--- config.mk ---
export PLATFORM = sky130hd
export DESIGN_NAME = dwce_top
export DESIGN_NICKNAME = d
export VERILOG_FILES = /design/src/dwce_pkg.sv /design/src/dwce_top.sv
export SDC_FILE = /design/constraint.sdc
export NUM_CORES = 2
export LEC_CHECK = 0
export BUFFER_PORTS_ARGS = -buffer_cell sky130_fd_sc_hd__buf_2
export CAP_MARGIN = 15
export CORE_ASPECT_RATIO = 0.8
export CORE_UTILIZATION = 30
export CTS_CLUSTER_SIZE = 30
export DETAILED_ROUTE_END_ITERATION = 6
export GPL_ROUTABILITY_DRIVEN = 0
export MAX_ROUTING_LAYER = met4
export PLACE_DENSITY = 0.52
export RECOVER_POWER = 100
export SLEW_MARGIN = 20
export SYNTH_ARGS = -nofsm -noshare
export SYNTH_HDL_FRONTEND = slang
export SYNTH_SLANG_ARGS = --single-unit
--- constraint.sdc ---
create_clock -name clk -period 4.2 [get_ports clk]
set_input_delay 0.63 -clock clk [delete_from_list [all_inputs] [get_ports clk]]
set_output_delay 0.63 -clock clk [all_outputs]
set_load 0.01 [all_outputs]
--- src/dwce_pkg.sv ---
// package for the drive warning code encoder
// assumes a 20 MHz system clock and no register bus
package dwce_pkg;
	// ====================================================================
	// clock and timing
	localparam int unsigned CLK_HZ           = 20000000;
	localparam int unsigned OPEN_PHASE_MS    = 1000;
	localparam int unsigned OPEN_PHASE_CYC   = (CLK_HZ / 1000) * OPEN_PHASE_MS;
	localparam int unsigned CONTACT_MISS_CYC = 16;
	// ====================================================================
	// widths and settings
	localparam int unsigned ERR_W            = 32;
	localparam int unsigned PCT_W            = 8;
	localparam int unsigned PCT_DIV          = 100;
	localparam logic        SEL_WARN_CODES   = 1'b1;
	localparam logic        DETECT_OFF       = 1'b1;
	// ====================================================================
	// code patterns, bit order {a,b,c}
	localparam logic [2:0]  CODE_POS_ERR     = 3'h7;
	localparam logic [2:0]  CODE_OVERLOAD    = 3'h3;
	localparam logic [2:0]  CODE_REGEN_DB    = 3'h5;
	localparam logic [2:0]  CODE_BATTERY     = 3'h1;
	localparam logic [2:0]  CODE_RESTART     = 3'h6;
	localparam logic [2:0]  CODE_UNDERVOLT   = 3'h0;
	localparam logic [2:0]  CODE_OVERTRAVEL  = 3'h4;
	localparam logic [2:0]  CODE_IDLE        = 3'h0;
	// ====================================================================
	// reset values
	localparam logic [2:0]  CODE_RST         = 3'h0;
endpackage : dwce_pkg

--- src/dwce_top.sv ---
// drive warning code encoder: detects warnings, drives three code pins
// assumes condition inputs are levels from outside logic on other clocks
//
// Function
// (RULE1) position error over level*percent/100 raises warning, code all high
// (RULE2) with power on, servo-on error over its limit raises warning, all high
// (RULE3) overload warning before overload alarm, code low high high
// (RULE4) vibration detected as warning or alarm by switch, code low high high
// (RULE5) regenerative overload warning before alarm, code high low high
// (RULE6) brake overload warning before alarm, code high low high
// (RULE7) low encoder battery raises warning, code low low high
// (RULE8) changed restart parameter raises warning, code high high low
// (RULE9) undervoltage warning before alarm, code all low
// (RULE10) overtravel while powered raises warning, code high low low
// (RULE11) warning codes output only when code select equals one
// (RULE12) detect disable suppresses all warnings except undervoltage
// (RULE13) any phase low over one second with main power raises alarm
// (RULE14) system alarms go to panel only, never to history
// (RULE15) brake contactor answer disagreeing with command raises alarm
// (RULE16) host reads three pins as one pattern only when enabled
`timescale 1ns/1ps
module dwce_top import dwce_pkg::*; #(
	parameter int unsigned OPEN_PHASE_CYCLES = OPEN_PHASE_CYC,
	parameter int unsigned MISMATCH_CYCLES   = CONTACT_MISS_CYC
) (
	input  wire logic             clk,
	input  wire logic             reset,
	input  wire logic [ERR_W-1:0] position_error,
	input  wire logic [ERR_W-1:0] excess_error_level,
	input  wire logic [PCT_W-1:0] excess_error_warn_percent,
	input  wire logic [ERR_W-1:0] servo_on_error_level,
	input  wire logic [PCT_W-1:0] servo_on_warn_percent,
	input  wire logic             code_output_select,
	input  wire logic             warning_detect_disable,
	input  wire logic             vibration_detect_switch,
	input  wire logic             motor_power_on,
	input  wire logic             overload_near,
	input  wire logic             vibration_detected,
	input  wire logic             regen_near,
	input  wire logic             brake_overload_near,
	input  wire logic             battery_low,
	input  wire logic             restart_param_changed,
	input  wire logic             undervolt_near,
	input  wire logic             overtravel_detected,
	input  wire logic             main_power_on,
	input  wire logic [2:0]       phase_low,
	input  wire logic             contactor_cmd,
	input  wire logic             contactor_answer,
	input  wire logic             system_fault_one,
	input  wire logic             system_fault_two,
	output logic                  code_out_bit_a,
	output logic                  code_out_bit_b,
	output logic                  code_out_bit_c,
	output logic                  warning_active,
	output logic                  vibration_alarm,
	output logic                  open_phase_alarm,
	output logic                  brake_contactor_alarm,
	output logic                  system_alarm_one,
	output logic                  system_alarm_two,
	output logic                  history_record
);
	// ====================================================================
	// three-flop synchronisers; change counts when stages two and three agree
	localparam int unsigned NS = 15;
	wire  logic [NS-1:0] raw = {system_fault_two, system_fault_one, contactor_answer, contactor_cmd,
		phase_low, main_power_on, overtravel_detected, undervolt_near, restart_param_changed,
		battery_low, brake_overload_near, regen_near, vibration_detected};
	logic [NS-1:0] s1, s2, s3, sy;
	logic [1:0]    p1, p2, p3, py;
	always_ff @(posedge clk or posedge reset) begin
		if (reset) begin
			s1 <= '0; s2 <= '0; s3 <= '0; sy <= '0;
			p1 <= '0; p2 <= '0; p3 <= '0; py <= '0;
		end else begin
			s1 <= raw; s2 <= s1; s3 <= s2;
			sy <= (s2 & s3) | (sy & (s2 | s3));
			p1 <= {overload_near, motor_power_on}; p2 <= p1; p3 <= p2;
			py <= (p2 & p3) | (py & (p2 | p3));
		end
	end
	wire logic       y_vib   = sy[0];
	wire logic       y_regen = sy[1];
	wire logic       y_brk   = sy[2];
	wire logic       y_batt  = sy[3];
	wire logic       y_rst   = sy[4];
	wire logic       y_uv    = sy[5];
	wire logic       y_ot    = sy[6];
	wire logic       y_main  = sy[7];
	wire logic [2:0] y_phase = sy[10:8];
	wire logic       y_ccmd  = sy[11];
	wire logic       y_cans  = sy[12];
	wire logic       y_sys1  = sy[13];
	wire logic       y_sys2  = sy[14];
	wire logic       y_pwr   = py[0];
	wire logic       y_ovl   = py[1];
	// ====================================================================
	// position error limits, compared as err*100 > level*percent
	wire logic [ERR_W+PCT_W-1:0] err_x100  = position_error * (ERR_W+PCT_W)'(PCT_DIV);
	wire logic [ERR_W+PCT_W-1:0] lim_exc   = excess_error_level * (ERR_W+PCT_W)'(excess_error_warn_percent);
	wire logic [ERR_W+PCT_W-1:0] lim_son   = servo_on_error_level * (ERR_W+PCT_W)'(servo_on_warn_percent);
	wire logic en = (warning_detect_disable != DETECT_OFF);
	// (RULE1) excess error compare
	wire logic w_pos  = en & (err_x100 > lim_exc);
	// (RULE2) servo-on error compare
	wire logic w_son  = en & y_pwr & (err_x100 > lim_son);
	// (RULE3) overload ahead of alarm
	wire logic w_ovl  = en & y_ovl;
	// (RULE4) vibration routed by switch
	wire logic w_vib  = en & y_vib & ~vibration_detect_switch;
	wire logic a_vib  = y_vib & vibration_detect_switch;
	// (RULE5) regenerative overload warning
	wire logic w_reg  = en & y_regen;
	// (RULE6) brake overload warning
	wire logic w_brk  = en & y_brk;
	// (RULE7) battery low warning
	wire logic w_bat  = en & y_batt;
	// (RULE8) restart parameter warning
	wire logic w_rst  = en & y_rst;
	// (RULE12) undervoltage ignores disable
	wire logic w_uv   = y_uv;
	// (RULE10) overtravel while powered
	wire logic w_ot   = en & y_ot & y_pwr;
	wire logic any_w  = w_pos | w_son | w_ovl | w_vib | w_reg | w_brk | w_bat | w_rst | w_uv | w_ot;
	// ====================================================================
	// priority follows warning number order, lowest first
	logic [2:0] next_code;
	always_comb begin
		next_code = CODE_IDLE;
		if (w_pos | w_son)      next_code = CODE_POS_ERR;
		else if (w_ovl | w_vib) next_code = CODE_OVERLOAD;
		else if (w_reg | w_brk) next_code = CODE_REGEN_DB;
		else if (w_bat)         next_code = CODE_BATTERY;
		else if (w_rst)         next_code = CODE_RESTART;
		// (RULE9) undervoltage code all low
		else if (w_uv)          next_code = CODE_UNDERVOLT;
		else if (w_ot)          next_code = CODE_OVERTRAVEL;
	end
	// (RULE11) gate codes by select
	wire logic       show  = (code_output_select == SEL_WARN_CODES) & any_w;
	wire logic [2:0] shown = show ? next_code : CODE_IDLE;
	// ====================================================================
	// open phase timer; counts only with main power on and a phase low
	logic [31:0] op_cnt;
	wire  logic  op_cond = y_main & (|y_phase);
	// ====================================================================
	// contactor disagreement filter, masks normal switching time
	logic [15:0] cc_cnt;
	wire  logic  cc_miss = (y_ccmd != y_cans);
	always_ff @(posedge clk or posedge reset) begin
		if (reset) begin
			op_cnt <= '0;
			cc_cnt <= '0;
		end else begin
			op_cnt <= op_cond ? ((op_cnt < OPEN_PHASE_CYCLES) ? op_cnt + 32'h1 : op_cnt) : '0;
			cc_cnt <= cc_miss ? ((cc_cnt < 16'(MISMATCH_CYCLES)) ? cc_cnt + 16'h1 : cc_cnt) : '0;
		end
	end
	// ====================================================================
	// outputs, all registered; alarms latch until reset
	always_ff @(posedge clk or posedge reset) begin
		if (reset) begin
			{code_out_bit_a, code_out_bit_b, code_out_bit_c} <= CODE_RST;
			warning_active        <= 1'b0;
			vibration_alarm       <= 1'b0;
			open_phase_alarm      <= 1'b0;
			brake_contactor_alarm <= 1'b0;
			system_alarm_one      <= 1'b0;
			system_alarm_two      <= 1'b0;
			history_record        <= 1'b0;
		end else begin
			{code_out_bit_a, code_out_bit_b, code_out_bit_c} <= shown;
			warning_active        <= any_w;
			vibration_alarm       <= vibration_alarm | a_vib;
			// (RULE13) phase low over one second
			open_phase_alarm      <= open_phase_alarm | (op_cond & (op_cnt >= OPEN_PHASE_CYCLES));
			// (RULE15) answer disagrees with command
			brake_contactor_alarm <= brake_contactor_alarm | (cc_miss & (cc_cnt >= 16'(MISMATCH_CYCLES)));
			system_alarm_one      <= system_alarm_one | y_sys1;
			system_alarm_two      <= system_alarm_two | y_sys2;
			// (RULE14) system alarms kept out of history
			history_record        <= (a_vib & ~vibration_alarm)
				| (op_cond & (op_cnt >= OPEN_PHASE_CYCLES) & ~open_phase_alarm)
				| (cc_miss & (cc_cnt >= 16'(MISMATCH_CYCLES)) & ~brake_contactor_alarm);
		end
	end
endmodule : dwce_top

==> out/results.tsv <==
metric	value	unit
status	complete, but fails checks	
cp.required	4.51	ns
synth_ff_type	dfrtp_1	
die_w	328	um
crit_arrival	7.10	ns
max-vdd-ir-drop	0.462	mV
firstDrtPassIters	7	
gr-total-overflow	0	
grt_pass1_vias	22200	
drc_errors	16	
cts.reportedPaths.clkPinSlew	0.06	ns
endpoint_kind	register	
worstSetupPathDepth	32	
drt-initial-drc-count	823	
track_usage	0.159	
antenna_found_initial	16	
whs_path_depth	1	
post-route-period-util	1.62	
cpMostUsedCell	buf_4	
crit_family	adder cells	
cts_tree	built	
syn_inst	2853	
dp_hpwl	54500	um
syn_to_final_growth	33.2	%
clock_path_buffers	2	
fin_ws	-2.59	ns
worst_pin_slew	2.94	ns
yosysWarningCount	0	
syn_area_per_cell	8.96	um2
io_buffers	143	
hold_ws	0.325	ns
placedInstanceArea	32000	um2
root_buffer	clkbuf_16	
slew_viol_final	162	
crit_buf_inv	11	
synth_cell_types	74	
max-cap-violations	2	
reg2reg_depth	9	
seq_area_frac_synth	0.123	
syn_nets	3672	
yosys_register_bits	126	
coreArea	84200	um2
hold_buffers	0	
grt_max_degree	127	
rsz0062_at_grt	yes	
slowest_delay	0.54	ns
p_per_area	726	nW/um2
io-pin-count	144	
synth_edf_count	0	
timing.final.crit_period	6.79	ns
cpMaxStageDelayCell	fa_1	
path_class	in2reg	
vias_per_cell	4.46	
hold_class	in2reg	
violations	DRC, capacitance limit, slew limit, setup timing	
fin_skew	0.0163	ns
async_reset_ff_frac	1.00	
dieArea	86400	um2
wire_per_inst	13.7	um
die-height	263	um
setup_viol	4	
cp_max_fo	7	
slew_headroom	-0.959	
power_leakage	17.1	nW
vias	20800	
fmax	147	MHz
ant_nets	0	
grt_pass1_wl	110000	um
drt-total-wl	63700	um
rows	95	
clock-sinks	126	
p_total	24.7	mW
start_util	0.304	
cp-start-kind	input pin	
syn-cell-area	25600	um2
clkLatencyLatePin	0.41	ns
hold_violations	0	
fin_nets	4345	
final_area	34100	um2
cts_made_buffers	17	
drive_above_1_share	0.272	
htree_levels	4	
nFillCells	8549	
-- power breakdown --
group	internal [mW]	switching, mW	leakage [nW]
Clock	1.12	0.538	0.333
Combinational	11.0	10.7	15.2
Sequential	1.29	0.0488	1.58
Total	13.5	11.3	17.1
-- repair_timing --
action,in CTS,in global routing
buffers inserted,25,15
pin swaps,149,145
endpoints found under the setup margin,4,4
cloned,3,1
gates resized for setup,141,99
-- cells in the mapped netlist (all sizes together) (17+ instances only) --
cell type / number / area [um2]
nor2: 101 / 387
a21oi: 123 / 616
dfrtp: 126 / 3150
a211oi: 18 / 135
nand3: 28 / 145
a21o: 44 / 330
ha: 298 / 3730
o21a: 17 / 128
xor2: 62 / 543
xnor2: 58 / 508
inv: 554 / 2080
maj3: 17 / 170
clkbuf: 59 / 221
nand2: 201 / 762
and2: 421 / 2630
nand4: 21 / 131
o21ai: 78 / 390
fa: 387 / 7750
and3: 19 / 124
nor3: 27 / 140
-- worst register-to-register path: cells and delay by family (launching register included) --
kind | cells | cell delay [ns]
xor gates and xnor gates | 1 | 0.17
AOI/OAI and AO/OA | 2 | 0.53
DFF | 1 | 0.39
and+or+nand+nor | 6 | 1.52
-- stage by stage --
step           instances  TNS [ns]  utilization  setup slack [ns]
3_3_place_gp        4579    -13.88        0.380             -3.48
3_5_place_dp        4579    -13.80        0.380             -3.47
5_1_grt             4665    -11.47        0.405             -2.90
6_report            4667    -10.23        0.405             -2.59
4_1_cts             4638    -10.40        0.398             -2.63
2_1_floorplan       2853     -9.61            -             -2.43
-- sequential cells by signal, indices dropped and copies added, names as in the netlist, 2 cells and up --
signal	count
p2	2
p1	2
p3	2
cc_cnt	16
s2	15
s1	15
op_cnt	32
py	2
sy	15
s3	15
-- layer usage --
layer | vias to the layer above | part of all wire | GRT usage
li1 | 10400 | - | -
met1 | 10200 | 0.49 | 0.220
met2 | 209 | 0.47 | 0.258
met3 | 29 | 0.034 | 0.0191
met4 | 0 | 0.0050 | 0.0132
met5 | - | 0 | -
-- layout make-up --
type | instances | area, um2 | area share
clock buffer | 17 | 425 | 0.0125
sequential | 126 | 3150 | 0.0926
clock inverter | 15 | 255 | 0.00750
timing repair buffer | 719 | 5390 | 0.158
antenna | 13 | 32.5 | 0.000955
inverter | 554 | 2080 | 0.0611
tap | 1115 | 1400 | 0.0410
multi-input combinational | 2108 | 21300 | 0.626
-- logic make-up after synthesis --
| group | count (synthesis) | synth area share |
|---|---|---|
| compound gates | 388 | 0.0979 |
| flops | 126 | 0.123 |
| fa+ha+maj | 702 | 0.456 |
| buf+inv | 619 | 0.0912 |
| mux | 2 | 0.000783 |
| xor+xnor | 120 | 0.0411 |
| simple gates | 896 | 0.190 |
-- cell usage in the layout, fill, tap and decap left out, drive strengths merged, types with 5 or more instances in the layout --
cell type  instances
or3               14
diode             13
a21oi            123
o21bai            15
clkbuf            31
ha               298
o21a              17
a221o              6
fa               387
buf              705
dfrtp            126
nor3              27
a21o              44
inv              558
and2             421
o211ai            13
a31oi             16
nand4             21
maj3              17
xnor2             58
nand2b            16
and3              19
nand3             28
xor2              62
nand2            201
a211oi            18
o21ai             78
nor4               9
a221oi             5
or2                8
nor2             101
and4               7
a2111oi            8
bufinv             6
nor2b             11
-- final timing paths --
kind,startpoint,end,slack (ns)
worst max-delay path,servo_on_error_level[7],code_out_bit_a,-2.59
worst min-delay path,regen_near,s1[1],0.32
worst max register to register,op_cnt[25],op_cnt[13],1.40
worst min register to register,s1[6],s2[6],0.35
max in group asynchronous,reset,op_cnt[13],1.20
min in group asynchronous,reset,history_record,1.33
Note: power is estimated with default switching activity, not from simulation.
